==> src/core/prog_fifo_pkg.sv <==
// Constants, state codes and offset sequence for the programmable-flag FIFO.
// Assumes a single clock for both ports; both pin groups are synchronous to it.
//
// Contract
// RULE_01: After reset both almost thresholds are seven words until reprogrammed.
// RULE_02: Empty-side flags change on read edges, full-side flags on write edges.
// RULE_03: A flag that changes holds its new value at least one cycle.
// RULE_04: Storage is a dual-port array of 9-bit words, separate read/write pointers.
// RULE_05: Master reset low puts the FIFO empty with empty flag low.
// RULE_06: After reset release all nine read-data outputs are low.
// RULE_07: Outside party resets after power-up and does not transfer during reset.
// RULE_08: Dual-enable mode stores on primary enable low and second enable high.
// RULE_09: Both read enables low presents the next stored word each edge.
// RULE_10: Output enable high floats read data; low drives the output register.
// RULE_11: Writes ignored while full, reads ignored while empty.
// RULE_12: When empty the last validly read word stays on the outputs.
// RULE_13: Mode pin sampled during reset: high second enable, low load select.
// RULE_14: Load mode: primary enable low with load high stores a word.
// RULE_15: Load mode offers four 8-bit offset registers through the data pins.
// RULE_16: Load and primary enable low write offsets in order, wrapping after four.
// RULE_17: Raising load keeps the offset sequence position for the next access.
// RULE_18: Load low and read enables low read offsets out in the same order.
// RULE_19: Outside party should not read and write offsets in the same cycle.
// RULE_20: Almost-empty low while n or fewer words remain, high at n+1.
// RULE_21: Almost-full low at depth minus m words, high when more than m free.
// RULE_22: Reset restores default offsets and points the sequence at empty low byte.
// RULE_23: Only needed high-byte offset bits exist; the rest read as zero.
package prog_fifo_pkg;

  localparam int unsigned DATA_W     = 9;
  localparam int unsigned DEPTH      = 64;
  localparam int unsigned ADDR_W     = 6;
  localparam int unsigned CNT_W      = 7;
  localparam int unsigned OFFS_W     = 8;
  localparam int unsigned HIGH_W     = 0;
  localparam int unsigned STAGE_W    = 9;
  localparam int unsigned STAGE_D    = 16;

  localparam logic [OFFS_W-1:0] OFFSET_DEFAULT = 8'h07;
  localparam logic [CNT_W-1:0]  DEPTH_CNT      = 7'h40;
  localparam logic [CNT_W-1:0]  CNT_ZERO       = 7'h00;
  localparam logic [DATA_W-1:0] DATA_ZERO      = 9'h000;

  // Mode latched at reset
  localparam logic MODE_DUAL_ENABLE = 1'b1;
  localparam logic MODE_LOAD        = 1'b0;

  typedef enum logic [3:0] {
    SEL_EMPTY_LO = 4'b0001,
    SEL_EMPTY_HI = 4'b0010,
    SEL_FULL_LO  = 4'b0100,
    SEL_FULL_HI  = 4'b1000
  } offset_sel_e;

endpackage : prog_fifo_pkg

==> src/core/prog_fifo.sv <==
// FIFO with empty, full and programmable almost flags plus offset registers.
// Assumes read and write clocks tied to clk; all pins synchronous to it.
module prog_fifo
  import prog_fifo_pkg::*;
(
  // Clock and reset
  input  wire logic                              clk,
  input  wire logic                              rst,
  input  wire logic                              master_reset_n,
  // Write port
  input  wire logic                              write_enable_primary_n,
  input  wire logic                              write_enable_second_or_load,
  input  wire logic [prog_fifo_pkg::DATA_W-1:0]  write_data_in,
  // Read port
  input  wire logic                              read_enable_a_n,
  input  wire logic                              read_enable_b_n,
  input  wire logic                              output_enable_n,
  output logic [prog_fifo_pkg::DATA_W-1:0]       read_data_out,
  output logic                                   read_data_oe,
  // Flags
  output logic                                   empty_flag_n,
  output logic                                   almost_empty_flag_n,
  output logic                                   full_flag_n,
  output logic                                   almost_full_flag_n,
  // Staging back-pressure
  output logic                                   write_ready
);

  import prog_fifo_pkg::*;

  // Storage
  logic [DATA_W-1:0] mem [DEPTH];
  logic [ADDR_W-1:0] wptr_q;
  logic [ADDR_W-1:0] wptr_d;
  logic [ADDR_W-1:0] rptr_q;
  logic [ADDR_W-1:0] rptr_d;
  logic [CNT_W-1:0]  arr_cnt_q;
  logic [CNT_W-1:0]  arr_cnt_d;
  logic [CNT_W-1:0]  tot_cnt_q;
  logic [CNT_W-1:0]  tot_cnt_d;

  // Flags and output register
  logic              empty_q;
  logic              empty_d;
  logic              aempty_q;
  logic              aempty_d;
  logic              full_q;
  logic              full_d;
  logic              afull_q;
  logic              afull_d;
  logic [DATA_W-1:0] dout_q;
  logic [DATA_W-1:0] dout_d;

  // Mode and offsets
  logic              mode_q;
  logic              mode_d;
  offset_sel_e       sel_q;
  offset_sel_e       sel_d;
  offset_sel_e       sel_next;
  logic [OFFS_W-1:0] empty_lo_q;
  logic [OFFS_W-1:0] empty_lo_d;
  logic [OFFS_W-1:0] full_lo_q;
  logic [OFFS_W-1:0] full_lo_d;
  logic [OFFS_W-1:0] sel_value;

  // Request decode
  logic              dev_reset;
  logic              load_active;
  logic              rd_both;
  logic              wr_req;
  logic              wr_take;
  logic              rd_take;
  logic              offs_wr;
  logic              offs_rd;
  logic              stage_valid;
  logic              stage_ready;
  logic [DATA_W-1:0] stage_data;
  logic              drain;
  logic [9:0]        n_ext;
  logic [9:0]        m_ext;
  logic [9:0]        arr_ext;
  logic [9:0]        tot_ext;

  assign dev_reset   = rst || !master_reset_n;
  assign load_active = (mode_q == MODE_LOAD) && !write_enable_second_or_load;
  assign rd_both     = !read_enable_a_n && !read_enable_b_n;

  // Word write request by mode
  always_comb begin
    if (mode_q == MODE_DUAL_ENABLE) begin
      wr_req = !write_enable_primary_n && write_enable_second_or_load; // RULE_08
    end else begin
      wr_req = !write_enable_primary_n && write_enable_second_or_load; // RULE_14
    end
  end

  assign wr_take = wr_req && full_q && stage_ready; // RULE_11
  assign rd_take = rd_both && !load_active && empty_q; // RULE_09 RULE_11
  assign offs_wr = load_active && !write_enable_primary_n; // RULE_16
  assign offs_rd = load_active && rd_both; // RULE_18
  assign write_ready = stage_ready;

  stage_fifo #(
    .WIDTH (STAGE_W),
    .DEPTH (STAGE_D)
  ) u_stage (
    .clk       (clk),
    .rst       (dev_reset),
    .in_valid  (wr_take),
    .in_ready  (stage_ready),
    .in_data   (write_data_in),
    .out_valid (stage_valid),
    .out_ready (arr_cnt_q != DEPTH_CNT),
    .out_data  (stage_data)
  );

  assign drain = stage_valid && (arr_cnt_q != DEPTH_CNT);

  // Pointers and occupancy
  always_comb begin
    wptr_d    = drain ? wptr_q + 1'b1 : wptr_q; // RULE_04
    rptr_d    = rd_take ? rptr_q + 1'b1 : rptr_q; // RULE_04
    arr_cnt_d = arr_cnt_q;
    tot_cnt_d = tot_cnt_q;
    if (drain && !rd_take) begin
      arr_cnt_d = arr_cnt_q + 1'b1;
    end else if (rd_take && !drain) begin
      arr_cnt_d = arr_cnt_q - 1'b1;
    end
    if (wr_take && !rd_take) begin
      tot_cnt_d = tot_cnt_q + 1'b1;
    end else if (rd_take && !wr_take) begin
      tot_cnt_d = tot_cnt_q - 1'b1;
    end
  end

  always_ff @(posedge clk) begin
    if (dev_reset) begin
      wptr_q    <= '0;
      rptr_q    <= '0;
      arr_cnt_q <= CNT_ZERO; // RULE_05
      tot_cnt_q <= CNT_ZERO; // RULE_05
    end else begin
      wptr_q    <= wptr_d;
      rptr_q    <= rptr_d;
      arr_cnt_q <= arr_cnt_d;
      tot_cnt_q <= tot_cnt_d;
    end
  end

  always_ff @(posedge clk) begin
    if (drain) begin
      mem[wptr_q] <= stage_data; // RULE_04
    end
  end

  // Offset sequence advance
  always_comb begin
    unique case (sel_q)
      SEL_EMPTY_LO: sel_next = SEL_EMPTY_HI;
      SEL_EMPTY_HI: sel_next = SEL_FULL_LO;
      SEL_FULL_LO:  sel_next = SEL_FULL_HI;
      SEL_FULL_HI:  sel_next = SEL_EMPTY_LO; // RULE_16
      default:      sel_next = SEL_EMPTY_LO;
    endcase
  end

  // High bytes have no storage at this depth
  always_comb begin
    unique case (sel_q)
      SEL_EMPTY_LO: sel_value = empty_lo_q;
      SEL_EMPTY_HI: sel_value = 8'h00; // RULE_23
      SEL_FULL_LO:  sel_value = full_lo_q;
      SEL_FULL_HI:  sel_value = 8'h00; // RULE_23
      default:      sel_value = 8'h00;
    endcase
  end

  always_comb begin
    mode_d     = mode_q;
    sel_d      = sel_q;
    empty_lo_d = empty_lo_q;
    full_lo_d  = full_lo_q;
    if (!master_reset_n) begin
      mode_d = write_enable_second_or_load; // RULE_13
    end
    if (offs_wr) begin
      unique case (sel_q)
        SEL_EMPTY_LO: empty_lo_d = write_data_in[OFFS_W-1:0]; // RULE_15
        SEL_FULL_LO:  full_lo_d  = write_data_in[OFFS_W-1:0]; // RULE_15
        default:      empty_lo_d = empty_lo_q;
      endcase
    end
    // One step even if both sides access together
    if (offs_wr || offs_rd) begin
      sel_d = sel_next; // RULE_17 RULE_19
    end
  end

  always_ff @(posedge clk) begin
    if (rst) begin
      mode_q <= MODE_DUAL_ENABLE;
    end else begin
      mode_q <= mode_d;
    end
  end

  always_ff @(posedge clk) begin
    if (dev_reset) begin
      sel_q      <= SEL_EMPTY_LO; // RULE_22
      empty_lo_q <= OFFSET_DEFAULT; // RULE_01 RULE_22
      full_lo_q  <= OFFSET_DEFAULT; // RULE_01 RULE_22
    end else begin
      sel_q      <= sel_d;
      empty_lo_q <= empty_lo_d;
      full_lo_q  <= full_lo_d;
    end
  end

  // Flags from next occupancy
  assign n_ext   = {2'b00, empty_lo_q};
  assign m_ext   = {2'b00, full_lo_q};
  assign arr_ext = {3'b000, arr_cnt_d};
  assign tot_ext = {3'b000, tot_cnt_d};

  always_comb begin
    empty_d  = (arr_cnt_d != CNT_ZERO);
    aempty_d = (arr_ext > n_ext); // RULE_20
    full_d   = (tot_cnt_d != DEPTH_CNT);
    afull_d  = ((tot_ext + m_ext) < {3'b000, DEPTH_CNT}); // RULE_21
  end

  // Registered flags hold at least a cycle
  always_ff @(posedge clk) begin
    if (dev_reset) begin
      empty_q  <= 1'b0; // RULE_05
      aempty_q <= 1'b0;
      full_q   <= 1'b1;
      afull_q  <= 1'b1;
    end else begin
      empty_q  <= empty_d; // RULE_02 RULE_03
      aempty_q <= aempty_d; // RULE_02 RULE_03
      full_q   <= full_d; // RULE_02 RULE_03
      afull_q  <= afull_d; // RULE_02 RULE_03
    end
  end

  // Output register keeps last valid read
  always_comb begin
    dout_d = dout_q; // RULE_12
    if (rd_take) begin
      dout_d = mem[rptr_q]; // RULE_09
    end else if (offs_rd) begin
      dout_d = {1'b0, sel_value}; // RULE_18
    end
  end

  always_ff @(posedge clk) begin
    if (dev_reset) begin
      dout_q <= DATA_ZERO; // RULE_06
    end else begin
      dout_q <= dout_d;
    end
  end

  assign read_data_out       = dout_q; // RULE_10
  assign read_data_oe        = !output_enable_n; // RULE_10
  assign empty_flag_n        = empty_q;
  assign almost_empty_flag_n = aempty_q;
  assign full_flag_n         = full_q;
  assign almost_full_flag_n  = afull_q;

endmodule : prog_fifo

==> src/core/stage_fifo.sv <==
// Parameterised staging FIFO with valid/ready on both sides.
// Assumes the drain side may hold out_ready low to stall it.
module stage_fifo #(
  parameter int unsigned WIDTH = 9,
  parameter int unsigned DEPTH = 16
) (
  // Clock and reset
  input  wire logic             clk,
  input  wire logic             rst,
  // Fill side
  input  wire logic             in_valid,
  output logic                  in_ready,
  input  wire logic [WIDTH-1:0] in_data,
  // Drain side
  output logic                  out_valid,
  input  wire logic             out_ready,
  output logic [WIDTH-1:0]      out_data
);

  localparam int unsigned PW = $clog2(DEPTH);

  logic [WIDTH-1:0] mem [DEPTH];
  logic [PW-1:0]    wr_q;
  logic [PW-1:0]    wr_d;
  logic [PW-1:0]    rd_q;
  logic [PW-1:0]    rd_d;
  logic [PW:0]      cnt_q;
  logic [PW:0]      cnt_d;
  logic             push;
  logic             pop;

  assign in_ready  = (cnt_q != DEPTH[PW:0]);
  assign out_valid = (cnt_q != '0);
  assign out_data  = mem[rd_q];
  assign push      = in_valid && in_ready;
  assign pop       = out_valid && out_ready;

  always_comb begin
    wr_d  = push ? wr_q + 1'b1 : wr_q;
    rd_d  = pop ? rd_q + 1'b1 : rd_q;
    cnt_d = cnt_q;
    if (push && !pop) begin
      cnt_d = cnt_q + 1'b1;
    end else if (pop && !push) begin
      cnt_d = cnt_q - 1'b1;
    end
  end

  always_ff @(posedge clk) begin
    if (rst) begin
      wr_q  <= '0;
      rd_q  <= '0;
      cnt_q <= '0;
    end else begin
      wr_q  <= wr_d;
      rd_q  <= rd_d;
      cnt_q <= cnt_d;
    end
  end

  always_ff @(posedge clk) begin
    if (push) begin
      mem[wr_q] <= in_data;
    end
  end

endmodule : stage_fifo

==> config.mk <==
export PLATFORM = sky130hd
export DESIGN_NAME = prog_fifo
export DESIGN_NICKNAME = d
export VERILOG_FILES = /design/src/core/prog_fifo_pkg.sv /design/src/core/prog_fifo.sv /design/src/core/stage_fifo.sv
export SDC_FILE = /design/constraint.sdc
export NUM_CORES = 1
export LEC_CHECK = 0
export BUFFER_PORTS_ARGS = -buffer_cell sky130_fd_sc_hd__buf_2
export CORE_MARGIN = 2
export CORE_UTILIZATION = 23
export CTS_CLUSTER_DIAMETER = 120
export DETAILED_ROUTE_END_ITERATION = 8
export PLACE_DENSITY = 0.46
export REMOVE_ABC_BUFFERS = 1
export SETUP_SLACK_MARGIN = 0.5
export SYNTH_ARGS = -nofsm -noshare
export SYNTH_HDL_FRONTEND = slang
export SYNTH_SLANG_ARGS = --single-unit
==> constraint.sdc <==
create_clock -name clk -period 4.1 [get_ports clk]
set_clock_uncertainty 0.15 [all_clocks]
set_input_delay 0.41 -clock clk [delete_from_list [all_inputs] [get_ports clk]]
set_output_delay 0.41 -clock clk [all_outputs]
set_load 0.005 [all_outputs]
# Word level (Yosys, flattened, before mapping)
# Memory sizes are Yosys's and may differ from the RTL's. A register that Yosys moved wholly into a read port is not among the register bits.
# Cells that the tools add are included.
[classes] order_cmp=2 n_reduce_logical=36 n_addsub=11 n_bitwise=1 eq_ne=6 mux=18
[ops] cell="7-bit 2-to-1 mux" n=4
[ops] cell="9-bit 2-to-1 mux" n=2
[ops] cell="1-bit logical AND" n=17
[ops] cell="8-bit one-hot mux with 2 select lines" n=1
[ops] cell="7-bit by 1-bit adder with 7-bit output, second input constant" n=2
[ops] cell="7-bit != test, second input constant" n=2
[ops] cell="7-bit by 1-bit subtractor with 7-bit output, second input constant" n=2
[ops] cell="6-bit by 1-bit adder with 6-bit output, second input constant" n=2
[ops] cell="6-bit 2-to-1 mux" n=2
[ops] cell="4-bit one-hot mux with 3 select lines" n=1
[ops] cell="1-bit logical NOT" n=11
[ops] cell="5-bit 2-to-1 mux" n=2
[ops] cell="7-bit by 8-bit adder with 9-bit output" n=1
[ops] cell="9-bit by 7-bit less-than comparator with 1-bit output, second input constant" n=1
[ops] cell="4-bit by 1-bit adder with 4-bit output, second input constant" n=2
[ops] cell="7-bit by 8-bit > comparator with 1-bit output" n=1
[ops] cell="4-bit 2-to-1 mux" n=2
[ops] cell="7-bit nonzero test" n=1
[ops] cell="5-bit by 1-bit adder with 5-bit output, second input constant" n=1
[ops] cell="5-bit != test, second input constant" n=1
[ops] cell="5-bit nonzero test" n=1
[ops] cell="5-bit by 1-bit subtractor with 5-bit output, second input constant" n=1
[ops] cell="4-bit by 1-bit equality test with 1-bit output, second input constant" n=1
[ops] cell="4-bit by 2-bit equality test with 1-bit output, second input constant" n=1
[ops] cell="6 further kinds" n=12
[word_totals] ramBits=720 mem_count=2 elab_cells=92 regBits=73 inputBits=17 output_inout_bits=15
[memory_table] memory="mem" depth=64 word_bits=9 rd=1 rd_ports_with_merged_regs=1 write_ports=1 line_no="prog_fifo.sv:32" source="logic [DATA_W-1:0] mem [DEPTH];"
[memory_table] memory="u_stage.mem" depth=16 word_bits=9 rd=1 rd_ports_with_merged_regs=1 write_ports=1 line_no="stage_fifo.sv:22" source="logic [WIDTH-1:0] mem [DEPTH];"

# Logic depth before layout (Yosys ltp)
# Gate-level depths: netlist of the first run.
[logic_depth] depth_word=10 depth_mapped=15 ltp_nobuf=15

# By module
# Synthesis of the first run repeated with hierarchy kept, for this count alone.
[hier_totals] cells_unflattened=1724 hier_area_um2=31881.8
[modules_own_cells] mod="prog_fifo" cells_each=1391 instances=1 seq_area_each_um2=18617.9 area_each_um2=25436.9
[modules_own_cells] mod="stage_fifo" cells_each=333 instances=1 seq_area_each_um2=4664.5 area_each_um2=6444.9

# Worst setup path after synthesis of the first run
# OpenSTA, ideal clock, no wires.
[synth_timing] kind="register to register" from="reg u_stage.cnt_q[0]" to="reg afull_q, in the netlist almost_full_flag_n" setup_ns=0.069 n_path_buf=0 arrival_time_ns=2.844 slack_ns=1.037 t_required_ns=3.881 period_less_slack_ns=3.063 stages_incl_launch_ff=14 cell_sequence="dfxtp_1 nor4_4 a21oi_1 nor3_1 nand3_1 o21ai_0 xnor2_1 inv_1 ha_1 a2111oi_0 inv_1 a211o_1 o311a_1 o21ai_1"
[synth_between] elab_chain_len=8 elab_cells_between_ends=9 cone_classes="1 x add/sub; 1 x order compare; 1 x eq/ne; 2 x mux; 4 x reduce/logical"
[synth_rtl] element="start, declared" line_no="stage_fifo.sv:27" source="logic [PW:0] cnt_q;"
[synth_rtl] element="start signal, assigned" line_no="stage_fifo.sv:57" source="cnt_q <= cnt_d;"
[synth_rtl] element="5-bit != test *" line_no="stage_fifo.sv:32" source="assign in_ready = (cnt_q != DEPTH[PW:0]);"
[synth_rtl] element="1-bit logical AND *" line_no="prog_fifo.sv:97" source="assign wr_take = wr_req && full_q && stage_ready;"
[synth_rtl] element="1-bit logical NOT" line_no="prog_fifo.sv:132" source="end else if (rd_take && !wr_take) begin"
[synth_rtl] element="1-bit logical AND" line_no="prog_fifo.sv:132"
[synth_rtl] element="7-bit 2-to-1 mux" line_no="prog_fifo.sv:132"
[synth_rtl] element="7-bit 2-to-1 mux *" line_no="prog_fifo.sv:130" source="if (wr_take && !rd_take) begin"
[synth_rtl] element="via tot_cnt_d[5]" line_no="prog_fifo.sv:40" source="logic [CNT_W-1:0] tot_cnt_d;"
[synth_rtl] element="7-bit by 8-bit adder with 9-bit output *" line_no="prog_fifo.sv:230" source="afull_d = ((tot_ext + m_ext) < {3'b000, DEPTH_CNT});"
[synth_rtl] element="9-bit by 7-bit less-than comparator with 1-bit output *" line_no="prog_fifo.sv:230"
[synth_rtl] element="end signal, assigned" line_no="prog_fifo.sv:244" source="afull_q <= afull_d;"
[synth_rtl] element="end, declared" line_no="prog_fifo.sv:49" source="logic afull_q;"
# Mark *: on every way through the listed nets, which the timed path passes. The rest lies on a longest branch.
# A chain may end at the register's enable or synchronous reset.

# Worst setup path in the final report of the first run
[layout_timing] from="reg u_stage.cnt_q[1]" to="reg aempty_q, in the netlist almost_empty_flag_n"
[layout_between] elab_chain_len=7 elab_cells_between_ends=8 cone_classes="1 x order compare; 2 x mux; 5 x reduce/logical"
[layout_rtl] element="5-bit nonzero test *" line_no="stage_fifo.sv:33" source="assign out_valid = (cnt_q != '0);"
[layout_rtl] element="1-bit logical AND *" line_no="prog_fifo.sv:117" source="assign drain = stage_valid && (arr_cnt_q != DEPTH_CNT);"
[layout_rtl] element="1-bit logical NOT" line_no="prog_fifo.sv:127" source="end else if (rd_take && !drain) begin"
[layout_rtl] element="1-bit logical AND" line_no="prog_fifo.sv:127"
[layout_rtl] element="7-bit 2-to-1 mux" line_no="prog_fifo.sv:127"
[layout_rtl] element="7-bit 2-to-1 mux *" line_no="prog_fifo.sv:125" source="if (drain && !rd_take) begin"
[layout_rtl] element="via arr_cnt_d[1]" line_no="prog_fifo.sv:38" source="logic [CNT_W-1:0] arr_cnt_d;"
[layout_rtl] element="7-bit by 8-bit > comparator with 1-bit output *" line_no="prog_fifo.sv:228" source="aempty_d = (arr_ext > n_ext);"
[layout_rtl] element="end signal, assigned" line_no="prog_fifo.sv:242" source="aempty_q <= aempty_d;"
[layout_rtl] element="end, declared" line_no="prog_fifo.sv:45" source="logic aempty_q;"
# Marked as above.

==> impl_metrics.env, run 1 <==
export IMPL_min_period_ns=3.35
export IMPL_area_growth_pct=17.6
export IMPL_ys_seq_area_frac=0.731
export IMPL_drv_slew=0
export IMPL_cts_tree="yes"
export IMPL_core_um2=137000
export IMPL_gp_congestion=0.796
export IMPL_ios=32
export IMPL_gr_usage_all_layers=0.110
export IMPL_routed_wl_um=78500
export IMPL_syn_cell_area_um2=31800
export IMPL_final_util=0.272
export IMPL_fin_nets=1847
export IMPL_yosysUniqueCellTypes=62
export IMPL_first_iter_violations=1366
export IMPL_antenna_cells=0
export IMPL_port_buffers=31
export IMPL_critPathBufInv=1
export IMPL_grt_pass1_wl_um=116000
export IMPL_synth_common_cells="720 x edfxtp_1, 212 x mux4_2, 131 x nor2_1, 83 x dfxtp_1, 56 x nand2_1"
export IMPL_instances_no_fill=3658
export IMPL_grt_pass1_vias=16685
export IMPL_drive_gt1_frac=0.269
export IMPL_regToRegSetupSlack_ns=0.75
export IMPL_synth_top_area_frac=0.679
export IMPL_crit_chain="nor4_4, and2_4, a31oi_2, buf_4, nor2_2, nor2_1, o31ai_2, ha_1, nor2b_1, o21a_1, o21a_1, o21a_1, o21a_1, o21ai_0, a2111oi_1"
export IMPL_antenna_found_initial=2
export IMPL_hpwlAfterDp_um=49900
export IMPL_clkTransAtPathRegs_ns=0.06
export IMPL_critical_path_top_delay_family="compound AO/OA/AOI/OAI gates"
export IMPL_dp_cells=3508
export IMPL_timing_final_crit_share=0.818
export IMPL_power_density_nw_per_um2=503
export IMPL_vias=15981
export IMPL_status="finished, final reports clean"
export IMPL_dr_pass1_iters=5
export IMPL_critPathSlowestCell="dfxtp_1"
export IMPL_synth_edf_count=720
export IMPL_cts_root_buf="clkbuf_16"
export IMPL_initial_core_util=0.232
export IMPL_cp_arrival_ns=3.65
export IMPL_ctsHtreeMaxLevel=3
export IMPL_cpPeakStageDelay_ns=0.38
export IMPL_startpoint_type="register"
export IMPL_drcViolationCount=0
export IMPL_hold_violations=0
export IMPL_ir_drop_mv=0.279
export IMPL_fp_row_count=136
export IMPL_fp_dieW_um=376
export IMPL_numCtsBuffers=82
export IMPL_worst_pin_slew_ns=1.13
export IMPL_crit_type="reg -> reg"
export IMPL_path_max_fanout=12
export IMPL_yosysMostFrequentCell="edfxtp_1"
export IMPL_yosysWarnings=0
export IMPL_ys_ff_latch=803
export IMPL_viasPerCell=4.37
export IMPL_setup_tns_final_ns=0
export IMPL_dp_slack_ns=0.553
export IMPL_overflow=0
export IMPL_maxCapViolations=0
export IMPL_synth_top_area_cell="edfxtp_1"
export IMPL_detail_route_wl_per_cell_um=21.5
export IMPL_setup_ws_ns=0.745
export IMPL_cts_sinks=803
export IMPL_clock_latency_ns=0.64
export IMPL_finalSetupViolations=0
export IMPL_die_y_um=376
export IMPL_rsz0062_at_grt="true"
export IMPL_cts_buffer_depth=3
export IMPL_worst_ep_required_time_ns=4.39
export IMPL_cp_common_cell="o21a_1"
export IMPL_total_leakage_power_nw=11.4
export IMPL_ys_flop_type="edfxtp_1"
export IMPL_avgSynthCellArea_um2=19.2
export IMPL_grt_max_degree=65
export IMPL_die_area_um2=141000
export IMPL_clock_fmax_ghz=0.298
export IMPL_worstHoldPathType="in -> reg"
export IMPL_async_reset_ff_frac=0
export IMPL_slew_headroom=0.243
export IMPL_synthTopCellsByArea="edfxtp_1 68%, mux4_2 15%, dfxtp_1 5.2%"
export IMPL_ant_nets=0
export IMPL_cp_end_kind="register"
export IMPL_synthCells=1656
[repair_timing]
item,in CTS,in global routing
setup endpoints to repair,0,2
resized for setup,0,8
endpoints found under the hold margin,17,0
hold buffers,3,0
setup buffers,0,0
[where the power goes]
group / switching (W) / internal, W / total (W)
registers: 0.000101 / 0.00938 / 0.00948
clock network: 0.00311 / 0.00430 / 0.00741
logic: 0.00132 / 0.000649 / 0.00196
total: 0.00453 / 0.0143 / 0.0189
[flip-flops by register name, summed over array words and instances, names as in the netlist, 5 cells and up, named ones only]
signal and cells:
full_lo_q 8, tot_cnt_q 7, empty_lo_q 8, arr_cnt_q 7, mem 576, u_stage.cnt_q 5
read_data_out 9, u_stage.mem 144, wptr_q 6, rptr_q 6
[routing by layer]
layer	GRT usage	wire length (µm)
met1	0.150	35600
met2	0.182	38200
met3	0.0187	3130
met4	0.0267	1640
met5	0	0
[cell usage in the layout, fill, tap and decap left out, drive strengths merged, types with 5 or more instances in the layout]
master	count
mux4	212
a211oi	8
a31oi	5
nand2	56
o21ai	18
a21oi	40
ha	28
xnor2	13
edfxtp	720
nand3b	6
dfxtp	83
nor3	16
o211ai	8
or3	5
o22ai	9
clkbuf	103
nor2b	12
nand2b	7
xor2	18
and2	13
buf	145
a2111oi	6
a221oi	9
o21a	8
mux2i	24
inv	26
nor2	131
bufinv	7
nand3	34
clkinv	35
nand4	15
[path summary, 6_finish.rpt]
check / start / end / depth (start not counted)
worst min-delay path: write_data_in[7] / u_stage.mem[1][7] / 1
worst min register to register: empty_lo_q[4] / empty_lo_q[4] / 2
worst max-delay path: u_stage.cnt_q[1] / almost_empty_flag_n / 15
worst max register to register: u_stage.cnt_q[1] / almost_empty_flag_n / 15
[worst register-to-register path: cells and delay by family (launching register included)]
kind / cells / cell delay (ns)
buffers and inverters: 1 / 0.22
AND/OR/NAND/NOR: 5 / 0.98
flip-flops: 1 / 0.38
adder cells (fa/ha/maj): 1 / 0.28
AO/OA/AOI/OAI: 8 / 1.19
[area by class of cell]
class | instances | area, µm²
flip-flops and latches | 803 | 23300
well taps | 1794 | 2240
multi-input cells | 741 | 8070
repair buffers | 148 | 1090
clock buffers | 103 | 2230
clock inverters | 44 | 437
fillers | 13680 | 100000
inverters | 25 | 96.3
[stage by stage]
step                hold WS, ns  area [µm²]  power [W]
finish                   0.0499       37500     0.0189
global route             0.0411       37500     0.0196
CTS                      0.0115       37400     0.0191
detailed placement        0.321       34700     0.0116
global placement          0.318       34700     0.0115
floorplan                 0.272       31400     0.0108
[cell families (layout without fill, tap and decap cells)]
| family | after synthesis | in the layout | synth area share |
|---|---|---|---|
| flops | 803 | 803 | 0.731 |
| simple gates | 313 | 313 | 0.0464 |
| mux | 239 | 239 | 0.159 |
| compound gates | 129 | 129 | 0.0270 |
| buf+inv | 112 | 320 | 0.0168 |
| xor+xnor | 31 | 31 | 0.00853 |
| fa+ha+maj | 29 | 29 | 0.0116 |
No activity file was read; power rests on OpenSTA's default activity.
==> run 2: changes to the inputs <==
--- a/config.mk
+++ b/config.mk
@@ -5,6 +5,7 @@
 export SDC_FILE = /design/constraint.sdc
 export NUM_CORES = 1
 export LEC_CHECK = 0
+export ABC_AREA = 1
 export BUFFER_PORTS_ARGS = -buffer_cell sky130_fd_sc_hd__buf_2
 export CORE_MARGIN = 2
 export CORE_UTILIZATION = 23
==> constraint.sdc (replaced) <==
create_clock -name clk -period 3.1 [get_ports clk]
set_clock_uncertainty 0.15 [all_clocks]
set_input_delay 0.31 -clock clk [delete_from_list [all_inputs] [get_ports clk]]
set_output_delay 0.31 -clock clk [all_outputs]
set_load 0.005 [all_outputs]
==> run 2 against run 1 <==
Net effect:
- non-clock buffer count grew 94
- synthesized cell count up 77%
- flip-flop and latch count is the same
- largest cell class unchanged
- largest power group unchanged
- highest routed layer unchanged
==> impl_metrics.env, run 2 <==
export IMPL_status="finished, final reports clean"
export IMPL_clkTransAtPathRegs_ns=0.06
export IMPL_timing_final_crit_share=0.839
export IMPL_yosysWarnings=0
export IMPL_ys_seq_area_frac=0.696
export IMPL_fp_dieW_um=385
export IMPL_worstHoldPathType="in -> reg"
export IMPL_nFillCells=15001
export IMPL_layout_common_cells="720 x edfxtp_1, 704 x nand2_1, 501 x nand3_1, 159 x nor2_1, 156 x buf_4"
export IMPL_cts_tree="yes"
export IMPL_drv_slew=0
export IMPL_die_area_um2=148000
export IMPL_synth_edf_count=720
export IMPL_vias=22155
export IMPL_worst_pin_slew_ns=0.826
export IMPL_worst_ep_required_time_ns=3.44
export IMPL_synth_top_area_cell="edfxtp_1"
export IMPL_dp_slack_ns=0.149
export IMPL_startpoint_type="register"
export IMPL_largest_reg_flops=576
export IMPL_ant_nets=0
export IMPL_yosysMostFrequentCell="edfxtp_1"
export IMPL_synth_common_cells="720 x edfxtp_1, 716 x nand2_1, 506 x nand3_1, 166 x nor2_1, 129 x o21ai_0"
export IMPL_path_max_fanout=6
export IMPL_ir_drop_mv=0.685
export IMPL_clock_fmax_ghz=0.384
export IMPL_area_growth_pct=20.0
export IMPL_ios=32
export IMPL_viasPerCell=4.38
export IMPL_slew_headroom=0.446
export IMPL_routed_wl_um=96200
export IMPL_setup_ws_ns=0.499
export IMPL_synthCells=2924
export IMPL_cts_root_buf="clkbuf_16"
export IMPL_final_common_cell="edfxtp_1"
export IMPL_antenna_found_initial=1
export IMPL_synth_top_area_frac=0.647
export IMPL_total_leakage_power_nw=14.1
export IMPL_antenna_cells=0
export IMPL_fp_row_count=139
export IMPL_power_density_nw_per_um2=758
export IMPL_fin_nets=3140
export IMPL_syn_cell_area_um2=33400
export IMPL_instances_no_fill=5060
export IMPL_async_reset_ff_frac=0
export IMPL_rsz0062_at_grt="true"
export IMPL_first_iter_violations=1482
export IMPL_initial_core_util=0.232
export IMPL_min_period_ns=2.60
export IMPL_finalSetupViolations=0
export IMPL_synthTopCellsByArea="edfxtp_1 65%, nand2_1 8.0%, nand3_1 7.6%"
export IMPL_numCtsBuffers=83
export IMPL_cts_buffer_depth=3
export IMPL_cts_sinks=803
export IMPL_gr_usage_all_layers=0.126
export IMPL_port_buffers=31
export IMPL_gp_congestion=0.779
export IMPL_drcViolationCount=0
export IMPL_ctsHtreeMaxLevel=3
export IMPL_ys_flop_type="edfxtp_1"
export IMPL_crit_type="reg -> reg"
export IMPL_clock_latency_ns=0.65
export IMPL_avgSynthCellArea_um2=11.4
export IMPL_die_y_um=385
export IMPL_hold_violations=0
export IMPL_dr_pass1_iters=5
export IMPL_detail_route_wl_per_cell_um=19.0
export IMPL_overflow=0
export IMPL_ys_ff_latch=803
export IMPL_cp_end_kind="register"
export IMPL_hpwlAfterDp_um=55200
export IMPL_drive_gt1_frac=0.137
export IMPL_core_um2=144000
export IMPL_grt_max_degree=68
export IMPL_largest_register="mem"
export IMPL_maxCapViolations=0
export IMPL_grt_pass1_wl_um=141000
export IMPL_grt_pass1_vias=21338
export IMPL_yosysUniqueCellTypes=49
export IMPL_cp_arrival_ns=2.94
export IMPL_dp_cells=4876
run 2: cell types whose count changed after synthesis, moves of 21 or more:
cell	change
nand3_1	+472
mux4_2	-212
inv_1	+102
nand2_1	+660
nor2_1	+35
o211ai_1	+34
buf_4	+21
o21ai_0	+114
buf_2	+52
a21oi_1	+63
run 2: logic make-up (layout without fill, tap and decap cells):
logic type	count (synthesis)	after routing	share of synthesized area
AND/OR/NAND/NOR	1431	1431	0.184
flip-flops	803	803	0.696
AO/OA/AOI/OAI	311	311	0.0520
buffers and inverters	299	532	0.0420
multiplexers	36	36	0.0108
adder cells (fa/ha/maj)	29	29	0.0111
XOR/XNOR	15	15	0.00393
run 2: path summary, 6_finish.rpt:
| kind | start | endpoint | slack [ns] | depth (start not counted) |
|---|---|---|---|---|
| max | u_stage.cnt_q[3] | almost_full_flag_n | 0.50 | 18 |
| min | write_data_in[5] | u_stage.mem[12][5] | 0.03 | 1 |
| max reg2reg | u_stage.cnt_q[3] | almost_full_flag_n | 0.50 | 18 |
| min reg2reg | empty_lo_q[7] | almost_empty_flag_n | 0.30 | 1 |
run 2: timing repair:
| item | 4_1_cts | 5_1_grt |
|---|---|---|
| setup endpoints to repair | 707 | 525 |
| gates cloned | 4 | 6 |
| endpoints found under the hold margin | 63 | 0 |
| pin swaps | 2 | 7 |
| setup buffers | 6 | 14 |
| resized for setup | 21 | 67 |
| hold buffers | 6 | 0 |
run 2: metrics by stage:
| step | hold WS, ns | instance area (µm²) | TNS (ns) | utilization | total power [W] |
|---|---|---|---|---|---|
| after floorplan | 0.249 | 32600 | -737.82 | - | 0.0175 |
| after global placement | 0.280 | 36700 | 0 | 0.255 | 0.0204 |
| final | 0.0313 | 40100 | 0 | 0.279 | 0.0304 |
| after global routing | 0.0150 | 40100 | 0 | 0.279 | 0.0317 |
| after CTS | 0.00143 | 39700 | 0 | 0.275 | 0.0305 |
| after detailed placement | 0.289 | 36700 | 0 | 0.255 | 0.0205 |
run 2: metal layers:
metal	track usage	share of wire	up-vias	wire, µm
met5	0	0	-	0
met4	0.0290	0.017	0	1600
met2	0.209	0.48	448	46000
li1	-	-	10656	-
met1	0.174	0.46	10947	44600
met3	0.0161	0.042	104	4050
run 2: worst max-delay path, stage by stage (launching register included):
cell and delay [ns]:
dfxtp_1 0.33, nor2_2 0.15, nand3_2 0.12, nand2_2 0.11, nand2_4 0.07, o41ai_2 0.28, nand2_1 0.10, o21ai_2 0.07
inv_1 0.06, ha_1 0.28, a21o_1 0.17, nand2_1 0.07, nand2_1 0.07, a21oi_2 0.13, nand3_1 0.09, nand2_1 0.07
nor2_1 0.04, nand2_1 0.05, nand2_1 0.04
run 2: report_power, final:
group,internal (W),leakage (nW),total [W],switching (W)
combinational,0.00171,5.67,0.00649,0.00477
clock,0.00564,1.30,0.00984,0.00420
sequential,0.0139,7.15,0.0141,0.000210
run 2: area by class of cell:
cell class | instances | area, µm² | share of cell area
Multi-Input combinational cell | 1822 | 8960 | 0.223
Timing Repair Buffer | 242 | 2280 | 0.0569
Inverter | 141 | 568 | 0.0142
Sequential cell | 803 | 23300 | 0.581
Tap cell | 1903 | 2380 | 0.0593
Timing Repair inverter | 1 | 8.76 | 0.000218
Clock inverter | 35 | 317 | 0.00789
Clock buffer | 113 | 2310 | 0.0576
